$ cat src/logic/fmrd_pkg.sv
// Shared constants for the flow meter fieldbus readout block
package fmrd_pkg;
    // Measurement register addresses, 16-bit word index
    localparam logic [15:0] REG_PRESSURE = 16'h0002;
    localparam logic [15:0] REG_FLOW = 16'h0006;
    localparam logic [15:0] REG_CONSUMPTION = 16'h0008;
    // Secondary link value register addresses
    localparam logic [7:0] MB_ADDR_CONSUMPTION = 8'h01;
    localparam logic [7:0] MB_ADDR_FLOW = 8'h02;
    localparam logic [7:0] MB_ADDR_STATUS = 8'h03;
    localparam logic [7:0] MB_PRIMARY_ADDR = 8'h01;
    // Register read function code
    localparam logic [7:0] FUNC_READ_HOLDING = 8'h03;
    localparam logic [7:0] FUNC_EXCEPTION = 8'h83;
    localparam logic [7:0] EXC_ILLEGAL_ADDR = 8'h02;
    // Clock and link timing
    localparam int CLK_HZ = 20000000;
    localparam int MB_BAUD = 2400;
    localparam int MB_BIT_CYCLES = CLK_HZ / MB_BAUD;
    localparam int RESP_DELAY_MS = 7;
    localparam int RESP_TIMEOUT_MS = 100;
    localparam int RECV_TIMEOUT_MS = 500;
    localparam int RESP_DELAY_CYC = (CLK_HZ / 1000) * RESP_DELAY_MS;
    localparam int RESP_TIMEOUT_CYC = (CLK_HZ / 1000) * RESP_TIMEOUT_MS;
    localparam int RECV_TIMEOUT_CYC = (CLK_HZ / 1000) * RECV_TIMEOUT_MS;
    // Logger geometry
    localparam int LOG_ENTRIES = 5600000;
    localparam int LOG_AW = 23;
    localparam int LOG_DW = 128;
    // Reset values
    localparam logic LOG_EN_RST = 1'b0;
endpackage

$ cat src/logic/fmrd_logger.sv
// Circular measurement logger with timestamped records
`timescale 1ns/1ps
`default_nettype none
module fmrd_logger #(
    parameter int DEPTH = fmrd_pkg::LOG_ENTRIES
) (
    // Clock and reset
    input wire logic clock,
    input wire logic rst_b,
    // Control
    input wire logic log_enable,
    input wire logic sample_tick,
    // Sampled values
    input wire logic [31:0] timestamp,
    input wire logic [31:0] flow,
    input wire logic [31:0] consumption,
    input wire logic [31:0] pressure,
    // Record write port towards storage
    output logic rec_we,
    output logic [fmrd_pkg::LOG_AW-1:0] rec_addr,
    output logic [fmrd_pkg::LOG_DW-1:0] rec_data,
    output logic [fmrd_pkg::LOG_AW-1:0] rec_count
);
    localparam logic [fmrd_pkg::LOG_AW-1:0] LAST = fmrd_pkg::LOG_AW'(DEPTH - 1);
    localparam logic [fmrd_pkg::LOG_AW-1:0] FULL = fmrd_pkg::LOG_AW'(DEPTH);
    logic [fmrd_pkg::LOG_AW-1:0] wptr_ff;
    logic [fmrd_pkg::LOG_AW-1:0] nxt_wptr;
    logic [fmrd_pkg::LOG_AW-1:0] nxt_count;
    logic take;

    // Record only while enabled; storage is external flash
    assign take = log_enable & sample_tick;
    // Wrap onto the oldest record once full
    assign nxt_wptr = (wptr_ff == LAST) ? '0 : wptr_ff + 1'b1;
    assign nxt_count = (rec_count == FULL) ? rec_count : rec_count + 1'b1;

    // Pointer, count and record register
    always_ff @(posedge clock or negedge rst_b) begin
        if (!rst_b) begin
            wptr_ff <= '0;
            rec_count <= '0;
            rec_we <= 1'b0;
            rec_addr <= '0;
            rec_data <= '0;
        end else begin
            rec_we <= take;
            if (take) begin
                rec_addr <= wptr_ff;
                rec_data <= {timestamp, flow, consumption, pressure};
                wptr_ff <= nxt_wptr;
                rec_count <= nxt_count;
            end
        end
    end
endmodule
`default_nettype wire

$ cat src/logic/fmrd_top.sv
// Flow meter readout: register bank, link timing and logger
// Operation
// - Pressure at 2, flow 6, consumption 8
// - Secondary link 2400 baud, primary address 1
// - Wait 7 ms before answering
// - Response timeout 100 ms, receive 500 ms
// - Value registers consumption 1, flow 2, status 3
// - Logger idle during reset, then records while log_enable input is high
// - Record holds timestamp, flow, consumption and pressure; link status is not logged
// - Full log overwrites oldest record
// - Read answers carry function code 03, or 83 alone on error
// - Words sent byte1 byte0 byte3 byte2
`timescale 1ns/1ps
`default_nettype none
module fmrd_top #(
    parameter int RESP_DELAY = fmrd_pkg::RESP_DELAY_CYC,
    parameter int RESP_TIMEOUT = fmrd_pkg::RESP_TIMEOUT_CYC,
    parameter int RECV_TIMEOUT = fmrd_pkg::RECV_TIMEOUT_CYC,
    parameter int LOG_DEPTH = fmrd_pkg::LOG_ENTRIES,
    parameter logic [31:0] SERIAL_BCD = 32'h0000_0000
) (
    // Clock and reset
    input wire logic clock,
    input wire logic rst_b,
    // Measurement sources
    input wire logic [31:0] flow_in,
    input wire logic [31:0] consumption_in,
    input wire logic [31:0] pressure_in,
    input wire logic [31:0] link_status_in,
    input wire logic [31:0] timestamp_in,
    // Register read request, decoded frame from serial engine
    input wire logic rd_req,
    input wire logic [15:0] rd_addr,
    input wire logic [7:0] rd_count,
    output logic rd_busy,
    // Response byte stream
    output logic tx_valid,
    output logic [7:0] tx_byte,
    output logic tx_last,
    input wire logic tx_ready,
    // Secondary link request, decoded
    input wire logic mb_req,
    input wire logic [7:0] mb_primary,
    input wire logic [31:0] mb_secondary,
    input wire logic [7:0] mb_value_addr,
    input wire logic mb_rx_active,
    output logic mb_resp_valid,
    output logic [31:0] mb_resp_data,
    output logic mb_resp_timeout,
    output logic mb_rx_abort,
    output logic mb_bit_tick,
    // Logger control and storage port
    input wire logic log_enable,
    input wire logic sample_tick,
    output logic rec_we,
    output logic [fmrd_pkg::LOG_AW-1:0] rec_addr,
    output logic [fmrd_pkg::LOG_DW-1:0] rec_data,
    output logic [fmrd_pkg::LOG_AW-1:0] rec_count
);
    typedef enum logic [3:0] {
        FMRD_IDLE = 4'b0001,
        FMRD_HEAD = 4'b0010,
        FMRD_DATA = 4'b0100,
        FMRD_WAIT = 4'b1000
    } fmrd_state_t;

    // Word fetch for read-only measurement map, two words per channel
    function automatic logic [16:0] fmrd_word(input logic [15:0] a, input logic [31:0] f,
                                              input logic [31:0] c, input logic [31:0] p);
        logic [16:0] r;
        r = 17'h00000;
        case (a)
            fmrd_pkg::REG_PRESSURE: r = {1'b1, p[15:0]};
            fmrd_pkg::REG_PRESSURE + 16'h0001: r = {1'b1, p[31:16]};
            fmrd_pkg::REG_FLOW: r = {1'b1, f[15:0]};
            fmrd_pkg::REG_FLOW + 16'h0001: r = {1'b1, f[31:16]};
            fmrd_pkg::REG_CONSUMPTION: r = {1'b1, c[15:0]};
            fmrd_pkg::REG_CONSUMPTION + 16'h0001: r = {1'b1, c[31:16]};
            default: r = 17'h00000;
        endcase
        return r;
    endfunction

    fmrd_state_t state_ff, nxt_state;
    logic [15:0] addr_ff;
    logic [7:0] left_ff;
    logic hi_ff;
    logic [7:0] hdr_ff;
    logic err_ff;
    logic [16:0] cur_word;
    logic addr_ok;
    logic tx_fire;

    // Snapshot for atomic multi-byte reads
    logic [31:0] snap_f_ff, snap_c_ff, snap_p_ff;

    assign cur_word = fmrd_word(addr_ff, snap_f_ff, snap_c_ff, snap_p_ff);
    assign addr_ok = fmrd_word(rd_addr, flow_in, consumption_in, pressure_in) >> 16 != 17'h0;
    assign tx_fire = tx_valid & tx_ready;
    assign rd_busy = state_ff != FMRD_IDLE;

    // Response: function code 03 then data, or function code 83 alone on error
    // Low word goes first so a float reads byte1 byte0 byte3 byte2
    assign tx_valid = (state_ff == FMRD_HEAD) | (state_ff == FMRD_DATA);
    assign tx_byte = (state_ff == FMRD_HEAD) ? hdr_ff
                   : (hi_ff ? cur_word[7:0] : cur_word[15:8]);
    assign tx_last = (state_ff == FMRD_DATA) & hi_ff & (left_ff == 8'h01);

    // Sequencer next state
    always_comb begin
        nxt_state = state_ff;
        case (state_ff)
            FMRD_IDLE: if (rd_req) nxt_state = FMRD_HEAD;
            FMRD_HEAD: if (tx_fire) nxt_state = FMRD_WAIT;
            FMRD_WAIT: nxt_state = err_ff ? FMRD_IDLE : FMRD_DATA;
            FMRD_DATA: if (tx_fire && tx_last) nxt_state = FMRD_IDLE;
            default: nxt_state = FMRD_IDLE;
        endcase
    end

    // Read sequencer; header is the single function code byte, 03 or 83 on error
    always_ff @(posedge clock or negedge rst_b) begin
        if (!rst_b) begin
            state_ff <= FMRD_IDLE;
            addr_ff <= 16'h0000;
            left_ff <= 8'h00;
            hi_ff <= 1'b0;
            hdr_ff <= 8'h00;
            err_ff <= 1'b0;
            snap_f_ff <= 32'h0000_0000;
            snap_c_ff <= 32'h0000_0000;
            snap_p_ff <= 32'h0000_0000;
        end else begin
            state_ff <= nxt_state;
            if (state_ff == FMRD_IDLE && rd_req) begin
                addr_ff <= rd_addr;
                left_ff <= rd_count;
                hi_ff <= 1'b0;
                err_ff <= !addr_ok || rd_count == 8'h00;
                hdr_ff <= (addr_ok && rd_count != 8'h00) ? fmrd_pkg::FUNC_READ_HOLDING
                                                         : fmrd_pkg::FUNC_EXCEPTION;
                snap_f_ff <= flow_in;
                snap_c_ff <= consumption_in;
                snap_p_ff <= pressure_in;
            end else if (state_ff == FMRD_DATA && tx_fire) begin
                hi_ff <= !hi_ff;
                if (hi_ff) begin
                    addr_ff <= addr_ff + 16'h0001;
                    left_ff <= left_ff - 8'h01;
                end
            end
        end
    end

    // Secondary link timing
    logic [31:0] dly_ff;
    logic [31:0] tmo_ff;
    logic [31:0] rxt_ff;
    logic pend_ff;
    logic [7:0] pend_addr_ff;
    logic [15:0] baud_ff;
    logic mb_hit;
    logic [31:0] mb_val;

    // Answer primary address 1 or the serial as secondary
    assign mb_hit = (mb_primary == fmrd_pkg::MB_PRIMARY_ADDR) || (mb_secondary == SERIAL_BCD);
    // Value register map
    assign mb_val = (pend_addr_ff == fmrd_pkg::MB_ADDR_CONSUMPTION) ? consumption_in
                  : (pend_addr_ff == fmrd_pkg::MB_ADDR_FLOW) ? flow_in
                  : (pend_addr_ff == fmrd_pkg::MB_ADDR_STATUS) ? link_status_in : 32'h0000_0000;

    // Bit rate enable for the serial engine
    always_ff @(posedge clock or negedge rst_b) begin
        if (!rst_b) begin
            baud_ff <= 16'h0000;
            mb_bit_tick <= 1'b0;
        end else begin
            mb_bit_tick <= baud_ff == 16'(fmrd_pkg::MB_BIT_CYCLES - 1);
            baud_ff <= (baud_ff == 16'(fmrd_pkg::MB_BIT_CYCLES - 1)) ? 16'h0000 : baud_ff + 16'h0001;
        end
    end

    // Response delay, response timeout and receive abort
    always_ff @(posedge clock or negedge rst_b) begin
        if (!rst_b) begin
            dly_ff <= 32'h0000_0000;
            tmo_ff <= 32'h0000_0000;
            rxt_ff <= 32'h0000_0000;
            pend_ff <= 1'b0;
            pend_addr_ff <= 8'h00;
            mb_resp_valid <= 1'b0;
            mb_resp_data <= 32'h0000_0000;
            mb_resp_timeout <= 1'b0;
            mb_rx_abort <= 1'b0;
        end else begin
            mb_resp_valid <= 1'b0;
            mb_resp_timeout <= 1'b0;
            mb_rx_abort <= 1'b0;
            if (!pend_ff && mb_req && mb_hit) begin
                pend_ff <= 1'b1;
                pend_addr_ff <= mb_value_addr;
                dly_ff <= 32'h0000_0000;
            end else if (pend_ff) begin
                dly_ff <= dly_ff + 32'h0000_0001;
                if (dly_ff == 32'(RESP_DELAY - 1)) begin
                    pend_ff <= 1'b0;
                    mb_resp_valid <= 1'b1;
                    mb_resp_data <= mb_val;
                end
            end
            // Time-out counted from the last request seen; an answer cancels it
            if (mb_req) begin
                tmo_ff <= 32'(RESP_TIMEOUT);
            end else if (mb_resp_valid) begin
                tmo_ff <= 32'h0000_0000;
            end else if (tmo_ff != 32'h0000_0000) begin
                tmo_ff <= tmo_ff - 32'h0000_0001;
                mb_resp_timeout <= (tmo_ff == 32'h0000_0001) & !mb_resp_valid;
            end
            rxt_ff <= mb_rx_active ? rxt_ff + 32'h0000_0001 : 32'h0000_0000;
            mb_rx_abort <= mb_rx_active && rxt_ff == 32'(RECV_TIMEOUT - 1);
        end
    end

    fmrd_logger #(
        .DEPTH(LOG_DEPTH)
    ) u_logger (
        .clock(clock),
        .rst_b(rst_b),
        .log_enable(log_enable),
        .sample_tick(sample_tick),
        .timestamp(timestamp_in),
        .flow(flow_in),
        .consumption(consumption_in),
        .pressure(pressure_in),
        .rec_we(rec_we),
        .rec_addr(rec_addr),
        .rec_data(rec_data),
        .rec_count(rec_count)
    );
endmodule
`default_nettype wire

$ cat config.mk
export PLATFORM = sky130hd
export DESIGN_NAME = fmrd_top
export DESIGN_NICKNAME = d
export VERILOG_FILES = /design/src/logic/fmrd_pkg.sv /design/src/logic/fmrd_logger.sv /design/src/logic/fmrd_top.sv
export SDC_FILE = /design/constraint.sdc
export NUM_CORES = 1
export LEC_CHECK = 0
export BUFFER_PORTS_ARGS = -buffer_cell sky130_fd_sc_hd__buf_2
export CAP_MARGIN = 20
export CORE_ASPECT_RATIO = 0.9
export CORE_MARGIN = 2
export CORE_UTILIZATION = 55
export DETAILED_ROUTE_END_ITERATION = 12
export PLACE_DENSITY = 0.91
export SYNTH_ARGS = -nofsm -noshare
export SYNTH_HDL_FRONTEND = slang
export SYNTH_HIERARCHICAL = 1
export SYNTH_SLANG_ARGS = --single-unit
$ cat constraint.sdc
create_clock -name clock -period 2.8 [get_ports clock]
set_input_delay 0.28 -clock clock [delete_from_list [all_inputs] [get_ports clock]]
set_output_delay 0.28 -clock clock [all_outputs]
set_load 0.01 [all_outputs]
==> flow_metrics.tcl, run 1 <==
set metrics [dict create \
    worst_clock_skew_ns 0.0356 \
    finalCritPeriodShare_pct 101 \
    ys_warn_count 6 \
    path_clk_slew_ns 0.06 \
    antenna_found_initial 4 \
    reg2reg_from "tmo_ff[16]$_DFFE_PN0P_" \
    crit_start "addr_ff[1]$_DFFE_PN0P_" \
    mostFrequentLayoutCells "860 x nand2_1, 473 x dfrtp_1, 456 x buf_2, 162 x dlygate4sd3_1, 146 x nor2_1" \
    synthMuxAreaShare_pct 4.41 \
    synth_ff_type "dfrtp_1" \
    cts_buffers 49 \
    synth.cell_area_mm2 0.0225 \
    synth_top_cell_area_share_pct 53.4 \
    die_area_mm2 0.0426 \
    p_int_uw 14500 \
    worst-setup-path-type "reg2out" \
    layout_setup_ws_ns -0.0233 \
    grt_max_degree 86 \
    drt_pass1_iterations 6 \
    p_sw_share_pct 34.9 \
    rows 70 \
    end_kind "output pin" \
    start_util_pct 55.6 \
    synth_top_family_by_area "simple AND/OR/NAND/NOR gates" \
    routabilityCongestion 0.969 \
    final_max_slew_viol_count 0 \
    synth-compound-area-share_pct 7.59 \
    min_path_type "in2reg" \
    power_switching_uw 7740 \
    worst_ir_drop_vdd_uv 912 \
    startpoint_type "flip-flop" \
    crit_arrival_ns 2.54 \
    final_cells 3675 \
    yosysSeqAreaShare_pct 53.5 \
    hpwl_um 51800 \
    drt_iter0_drc 2722 \
    num_vias 22400 \
    final_layout_size_suffix_gt1_share_pct 25.5 \
    cts_max_level 2 \
    ys_seq_elements 482 \
    area_growth_pct 31.1 \
    async_reset_ff_share_pct 100 \
    syn-num-nets 2707 \
    timing.final.crit_period_ns 2.82 \
    whs_ns 0.0425 \
    grt.overflow.total 0 \
    pwr-share-seq_pct 44.5 \
    critical_path_required_ns 2.52 \
    post_drt_wl_per_cell_um 22.0 \
    clock_path_buffers 3 \
    p_comb_share_pct 25.4 \
    crit_fanout 8 \
    vias_per_cell 6.08 \
    yosysTopAreaCell "dfrtp_1" \
    final-setup-viol-count 2 \
    drc_errors 0 \
    synth-simple-area-share_pct 26.8 \
    maxCapViolCount 0 \
    worst_pin_slew_ns 0.981 \
    synthAdderAreaFrac_pct 0.833 \
    core-area_mm2 0.0406 \
    worstSkewPairLatency_ns 0.61 \
    synth-edff-count 0 \
    synthXorXnorAreaFrac_pct 3.96 \
    hold_violations 0 \
    yosys.cell_types.count 82 \
    rsz0062_at_grt "true" \
    violations "setup timing" \
    netlist_instances 2452 \
    final_common_cell "nand2_1" \
    grt_pass1_vias 22700 \
    fin_setup_tns_ns -0.0297 \
    hp-start "flow_in[31]" \
    cts_root_buf "clkbuf_16" \
    place_ws_ns 0.171 \
    timing.fmax_mhz 354 \
    die_h_um 196 \
    cts_sinks 482 \
    wirelength_um 80800 \
    power_frac_clock_pct 30.2 \
    leakagePower_uw 0.0146 \
    grt_pass1_wl_um 124000 \
    maxSlewHeadroom_pct 34.6 \
    io_pins 462 \
    cts_tree "done" \
    nNetsFinal 3350 \
    die_w_um 217 \
    avgSynthCellArea_um2 9.19 \
    yosys-top-cells-area "dfrtp_1 53%, nand2_1 14%, mux2_2 3.7%, nor2_1 2.4%, xor2_1 2.1%" \
    io_buffers 461 \
    ant_nets 0 \
    dp.cells 3391 \
    finalCoreUtilization_pct 72.9 \
    powerDensity_mw_per_mm2 752 \
    status "complete, but fails checks" \
    gr-usage-all-layers_pct 37.3 \
]
## state kept, by name, summed over array words and instances (netlist names), 32 cells and up
name / flops
rxt_ff: 32
snap_f_ff: 32
tmo_ff: 32
mb_resp_data: 32
snap_c_ff: 32
u_logger/rec_data: 128
dly_ff: 32
snap_p_ff: 32
## what timing repair did
| item | CTS | global route |
|---|---|---|
| resized for setup | 46 | 41 |
| gates cloned | 5 | 0 |
| pin swaps | 14 | 24 |
| setup buffers | 18 | 8 |
| endpoints found under the setup margin | 8 | 12 |
| hold endpoints to repair | 301 | 0 |
| hold buffers | 162 | 0 |
## routing by layer
| layer | track usage [%] | share of wire, % | vias up |
|---|---|---|---|
| met5 | 0 | 0.016 | - |
| met3 | 7.60 | 9.4 | 385 |
| met1 | 47.2 | 37 | 10800 |
| met4 | 23.3 | 6.6 | 2 |
| met2 | 59.2 | 46 | 1556 |
| li1 | - | - | 9625 |
## synth_stat cells (all sizes together) (34+ instances only)
cell    number
nand4       48
nor4        50
nor3        35
xor2        53
a21oi       41
xnor2       49
nand2      863
inv         34
o21ai       40
nand3       59
clkbuf     111
nor2       147
a22oi       60
mux2        75
dfrtp      481
## worst paths after layout
kind	end	slack (ns)	cells after the start
max	tx_byte[6]	-0.02	9
min	snap_f_ff[31]$_DFFE_PN0P_	0.04	3
max reg2reg	tmo_ff[29]$_DFFE_PN0P_	0.27	5
min reg2reg	u_logger/rec_data[4]$_DFFE_PN0P_	0.47	2
max in group asynchronous	rxt_ff[18]$_DFF_PN0_	1.58	4
min in group asynchronous	u_logger/rec_data[8]$_DFFE_PN0P_	0.25	2
## cell type report
cell class / count / area [um^2]
antenna: 3 / 7.51
clock buffer: 69 / 1440
clock inverter: 19 / 179
fill: 2643 / 11000
inverter: 35 / 141
multi-input combinational: 1809 / 10200
sequential: 482 / 12100
tap: 540 / 676
timing repair buffer: 718 / 4840
## power groups by stage
stage	sequential (uW)	clock, uW	combinational [uW]
finish	9880	6700	5630
global route	9970	7050	6150
CTS	9710	6700	5240
detailed placement	9760	0	4720
global placement	9690	0	4520
floorplan	9420	0	2930
## worst max-delay path: stages, from the launching register on
cell and delay [ns]:
dfrtp_2 0.43, inv_1 0.13, ha_4 0.21, buf_4 0.14, a22oi_1 0.19, o22ai_1 0.13, a221o_1 0.29, a21oi_1 0.21
a211oi_2 0.05, buf_2 0.16
## cells by family (layout without fill, tap and decap cells)
group | Yosys count | count (layout)
XOR/XNOR | 102 | 102
other | 0 | 3
AO/OA/AOI/OAI | 243 | 243
AND/OR/NAND/NOR | 1356 | 1359
flip-flops | 482 | 482
multiplexers | 90 | 90
adder cells (fa/ha/maj) | 15 | 15
buffers and inverters | 164 | 841
## through the flow
step	area [um^2]	power, uW
2_1_floorplan	22500	12400
3_3_place_gp	25700	14200
3_5_place_dp	25700	14500
4_1_cts	29300	21600
5_1_grt	29500	23200
6_report	29500	22200
No activity file was read; power rests on OpenSTA's default activity.
==> run 2: changes to the inputs <==
--- a/config.mk
+++ b/config.mk
@@ -5,11 +5,12 @@
 export SDC_FILE = /design/constraint.sdc
 export NUM_CORES = 1
 export LEC_CHECK = 0
+export ABC_AREA = 1
 export BUFFER_PORTS_ARGS = -buffer_cell sky130_fd_sc_hd__buf_2
 export CAP_MARGIN = 20
 export CORE_ASPECT_RATIO = 0.9
 export CORE_MARGIN = 2
-export CORE_UTILIZATION = 55
+export CORE_UTILIZATION = 56
 export DETAILED_ROUTE_END_ITERATION = 12
 export PLACE_DENSITY = 0.91
 export SYNTH_ARGS = -nofsm -noshare
==> flow_metrics.tcl, run 2 <==
set metrics [dict create \
    nNetsFinal 4149 \
    async_reset_ff_share_pct 100 \
    mostFrequentLayoutCells "1,336 x nand2_1, 474 x dfrtp_1, 457 x buf_2, 322 x nor2_1, 300 x nand3_1" \
    worstSkewPairLatency_ns 0.63 \
    area_growth_pct 27.3 \
    clock_path_buffers 3 \
    final_layout_size_suffix_gt1_share_pct 18.4 \
    powerDensity_mw_per_mm2 699 \
    critical_path_required_ns 2.52 \
    final_max_slew_viol_count 0 \
    gr-usage-all-layers_pct 37.1 \
    crit_fanout 8 \
    post_drt_wl_per_cell_um 19.3 \
    whs_ns 0.0146 \
    path_clk_slew_ns 0.07 \
    num_vias 26200 \
    synth.cell_area_mm2 0.0245 \
    placed_area_mm2 0.0273 \
    rows 72 \
    cts_sinks 482 \
    regMostFlops "u_logger/rec_data" \
    r2r_cells 7 \
    syn-num-nets 3539 \
    die_w_um 225 \
    synthAdderAreaFrac_pct 0.766 \
    m1WireLength_um 32500 \
    synth_common_cells "1,344 x nand2_1, 481 x dfrtp_1, 336 x nor2_1" \
    timing.fmax_mhz 353 \
    grt_pass1_vias 25300 \
    avgSynthCellArea_um2 7.46 \
    timing.final.crit_period_ns 2.84 \
    synth_top_family_by_area "simple AND/OR/NAND/NOR gates" \
    cts_tree "done" \
    io_buffers 461 \
    synthXorXnorAreaFrac_pct 2.46 \
    synth_ff_type "dfrtp_1" \
    yosysTopAreaCell "dfrtp_1" \
    routabilityCongestion 0.993 \
    final_common_cell "nand2_1" \
    ys_seq_elements 482 \
    grt_pass1_wl_um 134000 \
    synth_top_cell_area_share_pct 49.1 \
    maxCapViolCount 0 \
    hold_violations 0 \
    finalCritPeriodShare_pct 101 \
    hpwl_um 53700 \
    die_h_um 202 \
    violations "setup timing" \
    final_area_mm2 0.0312 \
    drt_iter0_drc 3259 \
    cts_buffers 50 \
    netlist_instances 3284 \
    crit_arrival_ns 2.56 \
    die_area_mm2 0.0455 \
    leakagePower_uw 0.0159 \
    ys_warn_count 6 \
    final-setup-viol-count 7 \
    vias_per_cell 5.83 \
    synthMuxAreaShare_pct 0 \
    ant_nets 0 \
    yosys-top-cells-area "dfrtp_1 49%, nand2_1 21%, nand3_1 6.2%, nor2_1 5.1%, inv_1 3.4%" \
    antenna_found_initial 8 \
    worst_pin_slew_ns 0.809 \
    route.met3.wl_um 10800 \
    io_pins 462 \
    start_util_pct 56.9 \
    yosysSeqAreaShare_pct 49.2 \
    drc_errors 0 \
    holdPathStages 3 \
    yosysMostFrequentCell "nand2_1" \
    synth-compound-area-share_pct 2.90 \
    wirelength_um 86700 \
    largest_reg_flops 128 \
    min_path_type "in2reg" \
    grt.overflow.total 0 \
    rsz0062_at_grt "true" \
    core-area_mm2 0.0431 \
    grt_max_degree 129 \
    yosys.cell_types.count 46 \
    r2r_setup_slack_ns 0.44 \
    startpoint_type "flip-flop" \
    worst_clock_skew_ns 0.0482 \
    maxSlewHeadroom_pct 45.9 \
    worst_ir_drop_vdd_uv 455 \
    synth-simple-area-share_pct 38.4 \
    status "complete, but fails checks" \
    wl_met2_um 38100 \
    drt_pass1_iterations 9 \
    cts_root_buf "clkbuf_16" \
    layout_setup_ws_ns -0.0364 \
    highest-signal-layer "met5" \
    total_power_uw 21800 \
    cts_max_level 2 \
    end_kind "output pin" \
    worst-setup-path-type "reg2out" \
    synth-edff-count 0 \
]
[run 2: power by group]
group / total (uW) / internal, uW / switching (uW)
clock network: 7290 / 4280 / 3010
logic: 5010 / 1760 / 3250
registers: 9500 / 8270 / 1230
total: 21800 / 14300 / 7490
[run 2: final timing paths]
check                                            start                                end
setup / recovery                addr_ff[9]$_DFFE_PN0P_                         tx_byte[6]
hold / removal                             rd_count[3]             left_ff[3]$_DFFE_PN0P_
setup reg to reg           pend_addr_ff[5]$_DFFE_PN0N_       mb_resp_data[24]$_DFFE_PN0P_
hold reg to reg                    rxt_ff[0]$_DFF_PN0_                rxt_ff[0]$_DFF_PN0_
max in group asynchronous                        rst_b             tmo_ff[27]$_DFFE_PN0P_
min in group asynchronous                        rst_b  u_logger/rec_count[4]$_DFFE_PN0P_
[run 2: through the flow]
step	worst slack (ns)	setup TNS [ns]	std cells	util, %
2_1_floorplan	0.962	0	3284	-
3_3_place_gp	0.524	0	4207	63.3
3_5_place_dp	0.481	0	4207	63.3
4_1_cts	0.00430	0	4473	71.6
5_1_grt	-0.156	-0.817	4492	72.4
6_report	-0.0364	-0.127	4493	72.4
[run 2: what timing repair did]
item	in CTS	in global routing
hold endpoints to repair	301	0
endpoints found under the setup margin	8	8
gates cloned	0	6
hold buffers	169	0
pin swaps	3	22
setup buffers	6	9
resized for setup	6	57
[run 2: logic make-up (layout without fill, tap and decap cells)]
kind of cell	count (synthesis)	count (layout)
compound gates	128	128
xor+xnor	68	68
flops	482	482
simple gates	2227	2229
buf+inv	364	1011
fa+ha+maj	15	15
other cells	0	5
[run 2: worst max-delay path: stages, from the launching register on]
cell     delay (ns)
dfrtp_1        0.45
nor2_2         0.15
nand2_2        0.12
nor2_4         0.23
nand4_1        0.13
nand2_1        0.12
nor2_2         0.06
nor2_4         0.26
nand2_1        0.14
nor2_4         0.14
buf_2          0.15
[run 2: cell type report]
class / instances / area, um^2
Antenna cell: 5 / 12.5
Clock buffer: 68 / 1440
Clock inverter: 23 / 359
Fill cell: 2970 / 11900
Inverter: 243 / 917
Multi-Input combinational cell: 2440 / 11100
Sequential cell: 482 / 12100
Tap cell: 555 / 694
Timing Repair Buffer: 677 / 4580
[run 2: metal layers]
| layer | global-route usage [%] | up-vias |
|---|---|---|
| met3 | 11.4 | 506 |
| met5 | 0 | - |
| met4 | 19.4 | 4 |
| li1 | - | 11600 |
| met1 | 48.1 | 12200 |
| met2 | 56.3 | 1903 |
